## config.mk

```make
export PLATFORM = sky130hd
export DESIGN_NAME = svp_protect
export DESIGN_NICKNAME = d
export VERILOG_FILES = /design/src/svp_pkg.sv /design/src/svp_protect.sv
export SDC_FILE = /design/constraint.sdc
export NUM_CORES = 2
export LEC_CHECK = 0
export BUFFER_PORTS_ARGS = -buffer_cell sky130_fd_sc_hd__buf_2
export CAP_MARGIN = 20
export CORE_ASPECT_RATIO = 0.75
export CORE_MARGIN = 3
export CORE_UTILIZATION = 40
export DETAILED_ROUTE_END_ITERATION = 8
export SETUP_SLACK_MARGIN = 0.05
export SYNTH_ARGS = -nofsm -noshare
export SYNTH_HDL_FRONTEND = slang
export SYNTH_SLANG_ARGS = --single-unit
```

## constraint.sdc

```tcl
create_clock -name clk_sys -period 8.5 [get_ports clk_sys]
set_input_delay 0.85 -clock clk_sys [delete_from_list [all_inputs] [get_ports clk_sys]]
set_output_delay 0.85 -clock clk_sys [all_outputs]
set_load 0.03 [all_outputs]
```

## src/svp_pkg.sv

```systemverilog
/*
  Constants for the supply voltage protection block: register offsets,
  reset values, protection indices, fault codes and timing.
  Assumes a 40 MHz system clock and percent-scaled measurements.
*/
package svp_pkg;

  localparam int NREG = 24;
  localparam int NPROT = 6;

  // Protection slots; the lower index wins when two fire together.
  localparam int P_UV = 0;
  localparam int P_OV = 1;
  localparam int P_UNB = 2;
  localparam int P_PHL = 3;
  localparam int P_SEQ = 4;
  localparam int P_PF = 5;

  localparam logic [15:0] CODE_UV = 16'h0001;
  localparam logic [15:0] CODE_OV = 16'h0002;
  localparam logic [15:0] CODE_UNB = 16'h000b;
  localparam logic [15:0] CODE_PHL = 16'h000b;
  localparam logic [15:0] CODE_SEQ = 16'h0015;
  localparam logic [15:0] CODE_PF = 16'h0009;

  // Settings register indices.
  localparam int IX_SEQ = 0;
  localparam int IX_OV_TRIP = 1;
  localparam int IX_OV_WARN = 2;
  localparam int IX_OV_DLY = 3;
  localparam int IX_UV_TRIP = 4;
  localparam int IX_UV_WARN = 5;
  localparam int IX_UV_SDLY = 6;
  localparam int IX_UV_DLY = 7;
  localparam int IX_PHL_LVL = 8;
  localparam int IX_PHL_DLY = 9;
  localparam int IX_UNB_TRIP = 10;
  localparam int IX_UNB_WARN = 11;
  localparam int IX_UNB_DLY = 12;
  localparam int IX_PFH_TRIP = 13;
  localparam int IX_PFL_TRIP = 14;
  localparam int IX_PFH_WARN = 15;
  localparam int IX_PFL_WARN = 16;
  localparam int IX_PF_DLY = 17;
  localparam int IX_WARN_DLY = 18;
  localparam int IX_TRIP_EN = 19;
  localparam int IX_WARN_EN = 20;
  localparam int IX_INH_CFG = 21;
  localparam int IX_UV_INH = 22;
  localparam int IX_UNB_INH = 23;

  localparam logic [15:0] REG_OFF [NREG] = '{
    16'h0400, 16'h0401, 16'h0402, 16'h0403, 16'h0404, 16'h0405,
    16'h0406, 16'h0407, 16'h0411, 16'h0412, 16'h0413, 16'h0414,
    16'h0415, 16'h041f, 16'h0420, 16'h0421, 16'h0422, 16'h0423,
    16'h0437, 16'h0440, 16'h0441, 16'h0442, 16'h0443, 16'h0444};

  localparam logic [15:0] REG_RST [NREG] = '{
    16'h0001, 16'h006e, 16'h006e, 16'h0014, 16'h005a, 16'h005a,
    16'h0014, 16'h0014, 16'h0046, 16'h0002, 16'h0006, 16'h0006,
    16'h0014, 16'h2710, 16'h0000, 16'h2710, 16'h0000, 16'h0014,
    16'h0002, 16'h003f, 16'h000f, 16'h0000, 16'h005a, 16'h0006};

  // Read-only status words and the trip clear.
  localparam logic [15:0] OFF_STATUS = 16'h0445;
  localparam logic [15:0] OFF_TRIP_CODE = 16'h0446;
  localparam logic [15:0] OFF_WARN_CODE = 16'h0447;

  // Bits of the inhibit configuration register and of the status word.
  localparam int INH_ANY_FAULT = 0;
  localparam int INH_LOW_VOLT = 1;
  localparam int INH_UNBAL = 2;
  localparam int ST_TRIP = 0;
  localparam int ST_WARN = 1;
  localparam int ST_COND = 8;
  localparam int ST_VOPT = 15;

  localparam logic [1:0] SEQ_OFF = 2'h0;
  localparam logic [15:0] PHL_LEVEL_PCT = 16'h0046;
  localparam logic [15:0] PHL_DELAY_S = 16'h0002;
  localparam logic [15:0] PF_MIN_VAVG_V = 16'h0028;
  localparam logic [15:0] PF_MIN_IAVG_PCT = 16'h0032;

  // Timers count in tenths of a second.
  localparam int CLK_HZ = 40000000;
  localparam int TICK_MS = 100;
  localparam int TICK_CYCLES = CLK_HZ / 1000 * TICK_MS;

endpackage : svp_pkg

```

## src/svp_protect.sv

```systemverilog
/*
  Supply voltage protection: under/overvoltage, unbalance, phase loss,
  phase sequence and power factor deviation with trip, warning and
  start inhibit. Settings sit on a word-addressed register port.
  Assumes measurements and motor state are synchronous to clk_sys.
*/
// What this block does
// - All voltage protections stay inactive without the voltage sensing option.
// - Every protection has a trip enable bit; all but phase loss and sequence also have a warning enable bit.
// - Enabled trip-mode fault detected while running trips the motor.
// - Trip-mode fault condition blocks starts; starts allowed once it clears.
// - Inhibit-on-voltage-fault setting blocks starts whenever any fault exists.
// - Undervoltage when lowest phase falls below level; levels 10-100, default 90.
// - Undervoltage only while running; trip, startup and warning delays.
// - Low-voltage start inhibit blocks starts below the inhibit level.
// - Overvoltage when highest phase exceeds level; levels 90-150, default 110.
// - Overvoltage only while running, with trip and warning delays.
// - Unbalance when percentage exceeds level; levels 1-20, default 6.
// - Unbalance evaluated whenever energized, with trip and warning delays.
// - Unbalance start inhibit blocks starts above the inhibit level.
// - Phase loss trips below fixed 70 percent after fixed 2 seconds.
// - Fault when measured phase sequence differs from expected sequence.
// - Sequence check always active, no delay; 0 off, 1 ABC, 2 ACB.
// - Power factor deviation trips beyond low or high signed levels.
// - Power factor deviation only while running, trip and warning delays.
`timescale 1ns/1ps

module svp_protect #(
  parameter int TICK_CYC = svp_pkg::TICK_CYCLES
) (
  input wire logic clk_sys, // 40 MHz system clock
  input wire logic resetn, // asynchronous reset, active low
  input wire logic voltage_option, // voltage sensing hardware fitted
  input wire logic motor_energized, // supply applied to the motor
  input wire logic motor_running, // motor in the running state
  input wire logic start_req, // one-cycle start request
  input wire logic [15:0] v_min_pct, // lowest phase voltage, % nominal
  input wire logic [15:0] v_max_pct, // highest phase voltage, % nominal
  input wire logic [15:0] v_unbal_pct, // voltage unbalance, %
  input wire logic [15:0] v_avg_volts, // average voltage, V RMS
  input wire logic [15:0] i_avg_pct, // average current, % full_load_current
  input wire logic [15:0] pf_dev, // signed power_factor deviation
  input wire logic [1:0] seq_meas, // measured sequence, 1 ABC, 2 ACB
  input wire logic [15:0] reg_addr, // register word address
  input wire logic reg_wr, // write strobe
  input wire logic reg_rd, // read strobe
  input wire logic [15:0] reg_wdata, // write data
  output logic [15:0] reg_rdata, // read data, valid with reg_ack
  output logic reg_ack, // access done, one cycle
  output logic reg_err, // access hit no register
  output logic trip, // latched motor trip
  output logic warning, // warning level
  output logic start_permit, // starts currently allowed
  output logic start_accept, // start request granted, one cycle
  output logic start_refused // start request refused, one cycle
);
  import svp_pkg::*;

  function automatic logic [19:0] tenths(input logic [15:0] s);
    tenths = 20'({s, 3'h0}) + 20'({s, 1'h0});
  endfunction : tenths

  // Offsets are sparse, so the lookup compares against every entry; the
  // result carries a hit flag in its top bit and the index below it.
  function automatic logic [5:0] find_reg(input logic [15:0] a);
    logic [5:0] r;
    r = 6'h00;
    for (int i = 0; i < NREG; i++)
    begin
      if (a == REG_OFF[i])
        r = {1'b1, 5'(i)};
    end
    find_reg = r;
  endfunction : find_reg

  logic [15:0] cfg_reg [NREG];
  logic [15:0] reg_rdata_reg;
  logic reg_ack_reg;
  logic reg_err_reg;
  logic trip_reg;
  logic warn_reg;
  logic [15:0] trip_code_reg;
  logic [15:0] warn_code_reg;
  logic permit_reg;
  logic accept_reg;
  logic refused_reg;
  logic [31:0] tick_cnt_reg;
  logic tick_reg;
  logic [19:0] run_cnt_reg;

  // Register port decode. Writes to the status and code words other than
  // the trip clear are dropped without an error, since those words exist.
  wire logic [5:0] hit_idx = find_reg(reg_addr);
  wire logic cfg_hit = hit_idx[5];
  wire logic [4:0] cfg_idx = hit_idx[4:0];
  wire logic st_hit = (reg_addr == OFF_STATUS);
  wire logic tc_hit = (reg_addr == OFF_TRIP_CODE);
  wire logic wc_hit = (reg_addr == OFF_WARN_CODE);
  wire logic any_hit = cfg_hit | st_hit | tc_hit | wc_hit;
  wire logic clear_trip = reg_wr & st_hit & reg_wdata[ST_TRIP];

  // Per-protection condition, activity, and timer targets.
  logic [NPROT-1:0] cond_trip;
  logic [NPROT-1:0] cond_warn;
  logic [NPROT-1:0] active;
  logic [NPROT-1:0] has_warn;
  logic [NPROT-1:0] trip_due;
  logic [NPROT-1:0] warn_due;
  logic [19:0] trip_tgt [NPROT];
  logic [15:0] code_of [NPROT];

  wire logic [5:0] trip_en = cfg_reg[IX_TRIP_EN][5:0];
  wire logic [5:0] warn_en = cfg_reg[IX_WARN_EN][5:0];
  wire logic [15:0] inh_cfg = cfg_reg[IX_INH_CFG];
  wire logic [1:0] seq_sel = cfg_reg[IX_SEQ][1:0];
  wire logic [19:0] warn_tgt = tenths(cfg_reg[IX_WARN_DLY]);
  wire logic [19:0] start_tgt = tenths(cfg_reg[IX_UV_SDLY]);
  wire logic in_startup = run_cnt_reg < start_tgt;
  wire logic pf_valid = (v_avg_volts > PF_MIN_VAVG_V) &
    (i_avg_pct > PF_MIN_IAVG_PCT);
  wire logic signed [15:0] pf_s = pf_dev;

  assign cond_trip[P_UV] = v_min_pct < cfg_reg[IX_UV_TRIP];
  assign cond_warn[P_UV] = v_min_pct < cfg_reg[IX_UV_WARN];
  assign cond_trip[P_OV] = v_max_pct > cfg_reg[IX_OV_TRIP];
  assign cond_warn[P_OV] = v_max_pct > cfg_reg[IX_OV_WARN];
  assign cond_trip[P_UNB] = v_unbal_pct > cfg_reg[IX_UNB_TRIP];
  assign cond_warn[P_UNB] = v_unbal_pct > cfg_reg[IX_UNB_WARN];
  assign cond_trip[P_PHL] = v_min_pct < PHL_LEVEL_PCT;
  assign cond_warn[P_PHL] = 1'b0;
  assign cond_trip[P_SEQ] = (seq_sel != SEQ_OFF) &
    (seq_meas != seq_sel);
  assign cond_warn[P_SEQ] = 1'b0;
  assign cond_trip[P_PF] = pf_valid &
    ((pf_s < $signed(cfg_reg[IX_PFL_TRIP])) |
     (pf_s > $signed(cfg_reg[IX_PFH_TRIP])));
  assign cond_warn[P_PF] = pf_valid &
    ((pf_s < $signed(cfg_reg[IX_PFL_WARN])) |
     (pf_s > $signed(cfg_reg[IX_PFH_WARN])));

  // Motor state gating.
  assign active[P_UV] = voltage_option & motor_running;
  assign active[P_OV] = voltage_option & motor_running;
  assign active[P_UNB] = voltage_option & motor_energized;
  assign active[P_PHL] = voltage_option & motor_energized;
  assign active[P_SEQ] = voltage_option;
  assign active[P_PF] = voltage_option & motor_running;
  assign has_warn = 6'b100111;

  // The startup delay replaces the normal delay until the motor has run
  // for that long, so inrush dips do not trip a fresh start.
  assign trip_tgt[P_UV] = in_startup ? start_tgt :
    tenths(cfg_reg[IX_UV_DLY]);
  assign trip_tgt[P_OV] = tenths(cfg_reg[IX_OV_DLY]);
  assign trip_tgt[P_UNB] = tenths(cfg_reg[IX_UNB_DLY]);
  // Phase loss keeps its fixed delay; its level and delay registers only
  // store what software writes.
  assign trip_tgt[P_PHL] = tenths(PHL_DELAY_S);
  assign trip_tgt[P_SEQ] = 20'h00000;
  assign trip_tgt[P_PF] = tenths(cfg_reg[IX_PF_DLY]);

  assign code_of[P_UV] = CODE_UV;
  assign code_of[P_OV] = CODE_OV;
  assign code_of[P_UNB] = CODE_UNB;
  assign code_of[P_PHL] = CODE_PHL;
  assign code_of[P_SEQ] = CODE_SEQ;
  assign code_of[P_PF] = CODE_PF;

  // A timer holds at its target rather than wrapping, so a fault that
  // stays present keeps its output asserted.
  genvar g;
  for (g = 0; g < NPROT; g++)
  begin : g_prot
    logic [19:0] tcnt_reg;
    logic [19:0] wcnt_reg;
    wire logic t_run = active[g] & cond_trip[g];
    wire logic w_run = active[g] & cond_warn[g] & has_warn[g];

    always_ff @(posedge clk_sys or negedge resetn)
    begin
      if (!resetn)
        tcnt_reg <= 20'h00000;
      else if (!t_run)
        tcnt_reg <= 20'h00000;
      else if (tick_reg && tcnt_reg < trip_tgt[g])
        tcnt_reg <= tcnt_reg + 20'h00001;
    end

    always_ff @(posedge clk_sys or negedge resetn)
    begin
      if (!resetn)
        wcnt_reg <= 20'h00000;
      else if (!w_run)
        wcnt_reg <= 20'h00000;
      else if (tick_reg && wcnt_reg < warn_tgt)
        wcnt_reg <= wcnt_reg + 20'h00001;
    end

    assign trip_due[g] = t_run & (tcnt_reg >= trip_tgt[g]) & trip_en[g];
    assign warn_due[g] = w_run & (wcnt_reg >= warn_tgt) & warn_en[g];
  end

  // Lowest-index protection that is newly firing names the fault.
  logic [15:0] new_trip_code;
  logic [15:0] new_warn_code;
  always_comb
  begin
    new_trip_code = 16'h0000;
    new_warn_code = 16'h0000;
    for (int i = NPROT - 1; i >= 0; i--)
    begin
      if (trip_due[i])
        new_trip_code = code_of[i];
      if (warn_due[i])
        new_warn_code = code_of[i];
    end
  end

  wire logic any_trip = |trip_due;
  wire logic any_warn = |warn_due;
  // Start gating uses the raw conditions, free of motor state and delay,
  // because a stopped motor would otherwise never show the fault.
  wire logic [5:0] cond_live = cond_trip & {6{voltage_option}};
  wire logic inhibit = (|(cond_live & trip_en)) |
    (inh_cfg[INH_ANY_FAULT] & (|cond_live)) |
    (voltage_option & inh_cfg[INH_LOW_VOLT] &
     (v_min_pct < cfg_reg[IX_UV_INH])) |
    (voltage_option & inh_cfg[INH_UNBAL] &
     (v_unbal_pct > cfg_reg[IX_UNB_INH]));

  // Tenth-second tick shared by every timer.
  // The tick runs free, so a delay may end up to one tick sooner than
  // set; a per-fault phase reset would cost a counter per protection.
  always_ff @(posedge clk_sys or negedge resetn)
  begin
    if (!resetn)
    begin
      tick_cnt_reg <= 32'h00000000;
      tick_reg <= 1'b0;
    end
    else if (tick_cnt_reg >= 32'(TICK_CYC - 1))
    begin
      tick_cnt_reg <= 32'h00000000;
      tick_reg <= 1'b1;
    end
    else
    begin
      tick_cnt_reg <= tick_cnt_reg + 32'h00000001;
      tick_reg <= 1'b0;
    end
  end

  // Time since the motor entered running, saturating.
  // It only selects the undervoltage startup delay.
  always_ff @(posedge clk_sys or negedge resetn)
  begin
    if (!resetn)
      run_cnt_reg <= 20'h00000;
    else if (!motor_running)
      run_cnt_reg <= 20'h00000;
    else if (tick_reg && run_cnt_reg != 20'hfffff)
      run_cnt_reg <= run_cnt_reg + 20'h00001;
  end

  // Settings registers.
  // No range check is made; software must keep each setting in range.
  always_ff @(posedge clk_sys or negedge resetn)
  begin
    if (!resetn)
    begin
      for (int i = 0; i < NREG; i++)
        cfg_reg[i] <= REG_RST[i];
    end
    else if (reg_wr && cfg_hit)
      cfg_reg[cfg_idx] <= reg_wdata;
  end

  // Trip latches until software clears it; a new trip in the clearing
  // cycle wins so it is never lost.
  always_ff @(posedge clk_sys or negedge resetn)
  begin
    if (!resetn)
    begin
      trip_reg <= 1'b0;
      trip_code_reg <= 16'h0000;
    end
    else if (any_trip && !trip_reg)
    begin
      trip_reg <= 1'b1;
      trip_code_reg <= new_trip_code;
    end
    else if (clear_trip && !any_trip)
      trip_reg <= 1'b0;
  end

  always_ff @(posedge clk_sys or negedge resetn)
  begin
    if (!resetn)
    begin
      warn_reg <= 1'b0;
      warn_code_reg <= 16'h0000;
    end
    else
    begin
      // Not latched: the warning drops once no warning is due.
      warn_reg <= any_warn;
      if (any_warn && !warn_reg)
        warn_code_reg <= new_warn_code;
    end
  end

  // Start gating follows the live condition, so starts return at once.
  always_ff @(posedge clk_sys or negedge resetn)
  begin
    if (!resetn)
    begin
      permit_reg <= 1'b0;
      accept_reg <= 1'b0;
      refused_reg <= 1'b0;
    end
    else
    begin
      permit_reg <= !inhibit;
      accept_reg <= start_req & !inhibit;
      refused_reg <= start_req & inhibit;
    end
  end

  // Read mux and access answer.
  // Read data is forced to zero outside an answer so the bus idles clean.
  logic [15:0] rd_mux;
  always_comb
  begin
    rd_mux = 16'h0000;
    if (cfg_hit)
      rd_mux = cfg_reg[cfg_idx];
    else if (st_hit)
    begin
      rd_mux[ST_TRIP] = trip_reg;
      rd_mux[ST_WARN] = warn_reg;
      rd_mux[ST_COND +: NPROT] = cond_live;
      rd_mux[ST_VOPT] = voltage_option;
    end
    else if (tc_hit)
      rd_mux = trip_code_reg;
    else if (wc_hit)
      rd_mux = warn_code_reg;
  end

  always_ff @(posedge clk_sys or negedge resetn)
  begin
    if (!resetn)
    begin
      reg_rdata_reg <= 16'h0000;
      reg_ack_reg <= 1'b0;
      reg_err_reg <= 1'b0;
    end
    else
    begin
      reg_rdata_reg <= reg_rd ? rd_mux : 16'h0000;
      reg_ack_reg <= reg_rd | reg_wr;
      reg_err_reg <= (reg_rd | reg_wr) & !any_hit;
    end
  end

  assign reg_rdata = reg_rdata_reg;
  assign reg_ack = reg_ack_reg;
  assign reg_err = reg_err_reg;
  assign trip = trip_reg;
  assign warning = warn_reg;
  assign start_permit = permit_reg;
  assign start_accept = accept_reg;
  assign start_refused = refused_reg;

endmodule : svp_protect

```

==> flow_summary.toml <==
[clock_network]
cts_max_path_bufs = 3
post_cts_hold_buffers = 0
clk_latency_ns = 0.67
cts_made_buffers = 71
postCtsSetupBuffers = 0
clockRootBuffer = "sky130_fd_sc_hd__clkbuf_16"
cts.clk_slew.worst_paths_ns = 0.06
cts.repair.resized = 0
cts_max_level = 3
cts_tree = "yes"
clock_sinks = 647

[sta]
fmax_mhz = 134
setup-violations-final = 0
timing_hold_violations_final = 0
max_transition_viols_final = 0
max_slew.worst_pin.slew_ns = 1.29
final.min_clock_period_ns = 7.45
finalClockSkew_ns = 0.0439
setup_total_negative_slack_ns = 0
ratio_of_final_minimum_period_to_clock_period = 0.877
final_critical_path_setup_slack_ns = 1.05
max_slew_margin = 0.129
rsz0062_at_grt = "false"

[final_layout]
synthToLayoutAreaGrowth_pct = 11.2
nets = 5296
postLayoutCoreUtil = 0.454
multi_input_comb_area_sq_um = 24600
fraction_of_layout_cells_with_a_size_suffix_above_1 = 0.143
largest_reg_flops = 368
post_layout_nonfiller_instances = 6168
layout.area.seq_sq_um = 16300
number_of_inserted_filler_cells_in_the_final_layout = 10200

[synth]
synthArstFlopShare = 1.00
syn-cell-area_sq_um = 42600
syn_avg_cell_area_sq_um = 9.28
post_synth_num_cell_types = 97
synth-edff-count = 0
most_common_flop_cell_mapped_by_yosys = "sky130_fd_sc_hd__dfrtp_1"
synth_warnings = 0
ys_seq_area_frac = 0.382
ys_ff_latch = 647
syn_inst = 4589

[drt]
initialDrtViolationCount = 3538
met3_wirelength_mm = 15.1
drt_first_pass_iters = 5
drt-vias-per-instance = 5.79
ant_nets = 0
detailed_route_wl_mm = 145
route.layer.met1.wl_mm = 68.5
wl_met2_mm = 56.8
dr.max_layer_used = "met5"
vias = 35700
drc = 0
detail_route.wl_per_cell_um = 23.5

[worst_setup_path]
timing.critical_path.slowest_stage_cell = "sky130_fd_sc_hd__a2111oi_0"
most_frequent_cp_cell = "sky130_fd_sc_hd__a21o_1"
crit_start = "cfg_reg[272]"
r2r_start = "cfg_reg[272]"
critPathMaxFanout = 8
worst-endpoint-required_ns = 9.04
criticalPathCategory = "flop to flop"
critical_path_arrival_ns = 7.99
critical_path.startpoint_type = "flop"
crit_path_end_kind = "flop"
timing.critical_path.slowest_cell_delay_ns = 0.51

[floorplanning]
fp.dieArea_sq_um = 110000
ports_placed_on_the_boundary = 161
chipWidth_um = 383
rows = 102
die-height_um = 289
initial_utilization = 0.408
fp.coreArea_sq_um = 104000

[placement]
io_buffer_count = 160
dp_hpwl_mm = 105
preCtsSetupSlack_ns = 1.13
post-place-cells = 6023
gp_congestion = 1.02

[power]
powerDensity_nw_per_um2 = 141
max-vdd-ir-drop_uv = 135
p_leak_nw = 22.4

[outcome]
outcome = "finished clean"

[worst_hold_path]
worst_hold_path_type = "primary input to async pin"

[run]
max-cap-violations = 0

[global_routing]
number_of_global_route_vias_before_repair = 33600
grt_overflow_total = 0
grt_pass1_wl_mm = 218
pin_count_of_the_biggest_net_entering_global_routing = 166
gr-usage-all-layers = 0.259
antenna_found_initial = 14
-- kinds of logic (layout without fill, tap and decap cells) --
kind of cell | Yosys count | after routing | synth area share
AOI/OAI and AO/OA | 996 | 996 | 0.147
xor gates and xnor gates | 240 | 240 | 0.0494
adders and majority gates | 460 | 460 | 0.136
buffers and inverters | 462 | 619 | 0.0447
DFF | 647 | 647 | 0.382
muxes | 271 | 271 | 0.0714
other | 1 | 19 | 0.0000881
and+or+nand+nor | 1512 | 1512 | 0.169
-- synth_stat cells, drive strengths merged, types with 22 or more instances --
cell type | count | area [sq um]
nor2 | 378 | 1460
nand2 | 531 | 2000
a21oi | 204 | 1020
ha | 453 | 5670
mux2 | 231 | 2640
nor2b | 38 | 238
a221oi | 22 | 205
a31oi | 50 | 313
nand4 | 83 | 534
nor4 | 37 | 231
a21o | 98 | 736
nand3 | 124 | 631
xor2 | 117 | 1020
and4 | 22 | 193
inv | 276 | 1040
dfstp | 64 | 1680
and3 | 64 | 400
xnor2 | 123 | 1080
nand2b | 27 | 169
or3 | 48 | 300
clkbuf | 117 | 439
buf | 69 | 429
o22ai | 24 | 150
o211ai | 40 | 300
dfrtp | 583 | 14600
and2 | 41 | 258
a211oi | 28 | 228
o21ai | 352 | 1770
o21a | 30 | 226
nor3 | 69 | 373
mux2i | 40 | 400
-- layout by cell type, fill, tap and decap left out, types with 71 or more instances in the layout --
| cell type | n |
|---|---|
| sky130_fd_sc_hd__clkbuf_16 | 71 |
| sky130_fd_sc_hd__xnor2_1 | 123 |
| sky130_fd_sc_hd__nor2_1 | 359 |
| sky130_fd_sc_hd__o21ai_0 | 342 |
| sky130_fd_sc_hd__nand3_1 | 122 |
| sky130_fd_sc_hd__dfrtp_1 | 583 |
| sky130_fd_sc_hd__nand2_1 | 529 |
| sky130_fd_sc_hd__a21oi_1 | 203 |
| sky130_fd_sc_hd__inv_1 | 276 |
| sky130_fd_sc_hd__a21o_1 | 98 |
| sky130_fd_sc_hd__buf_2 | 159 |
| sky130_fd_sc_hd__ha_1 | 453 |
| sky130_fd_sc_hd__xor2_1 | 117 |
| sky130_fd_sc_hd__mux2_2 | 211 |
| sky130_fd_sc_hd__nand4_1 | 82 |
-- layout make-up --
type	instances	share of cell area
diodes	9	0.000476
clock buffers	96	0.0423
clock inverters	33	0.00880
inverters	276	0.0219
multi-input cells	3489	0.519
flip-flops and latches	647	0.344
well taps	1404	0.0371
repair buffers	214	0.0273
-- report_power, final --
part,switching (W),internal [W],total (W),leakage (nW)
clock,0.00144,0.00183,0.00327,1.16
sequential,0.00000790,0.00309,0.00310,8.05
combinational,0.000241,0.0000772,0.000319,13.2
total,0.00169,0.00500,0.00669,22.4
-- layer usage --
| layer | up-vias | global-route usage |
|---|---|---|
| li1 | 16600 | - |
| met1 | 17400 | 0.384 |
| met2 | 1415 | 0.356 |
| met3 | 288 | 0.0844 |
| met4 | 12 | 0.0692 |
| met5 | - | 0 |
-- path summary, 6_finish.rpt --
kind                                     endpoint  slack (ns)  depth (start not counted)
max                        g_prot[0].tcnt_reg[15]        1.05                         26
min                        g_prot[1].wcnt_reg[13]        0.19                          1
max reg2reg                g_prot[0].tcnt_reg[15]        1.05                         26
min reg2reg                          cfg_reg[380]        0.48                          1
max in group asynchronous            cfg_reg[196]        6.83                          2
min in group clk_sys                 start_accept        0.40                          2
-- critical path: cells and delay by family (launching register included) --
family / cells / cell delay (ns)
and+or+nand+nor: 7 / 1.57
xor gates and xnor gates: 1 / 0.21
buffers and inverters: 1 / 0.26
muxes: 1 / 0.35
AOI/OAI and AO/OA: 12 / 3.25
DFF: 1 / 0.44
adders and majority gates: 4 / 1.22
-- stage by stage --
step                area, sq um  hold WS (ns)  total power (W)
CTS                       47200         0.203          0.00673
global route              47300         0.227          0.00689
finish                    47300         0.191          0.00669
detailed placement        44800         0.470          0.00347
floorplan                 42600         0.451          0.00326
global placement          44800         0.461          0.00346
(Power assumes the default switching activity.)
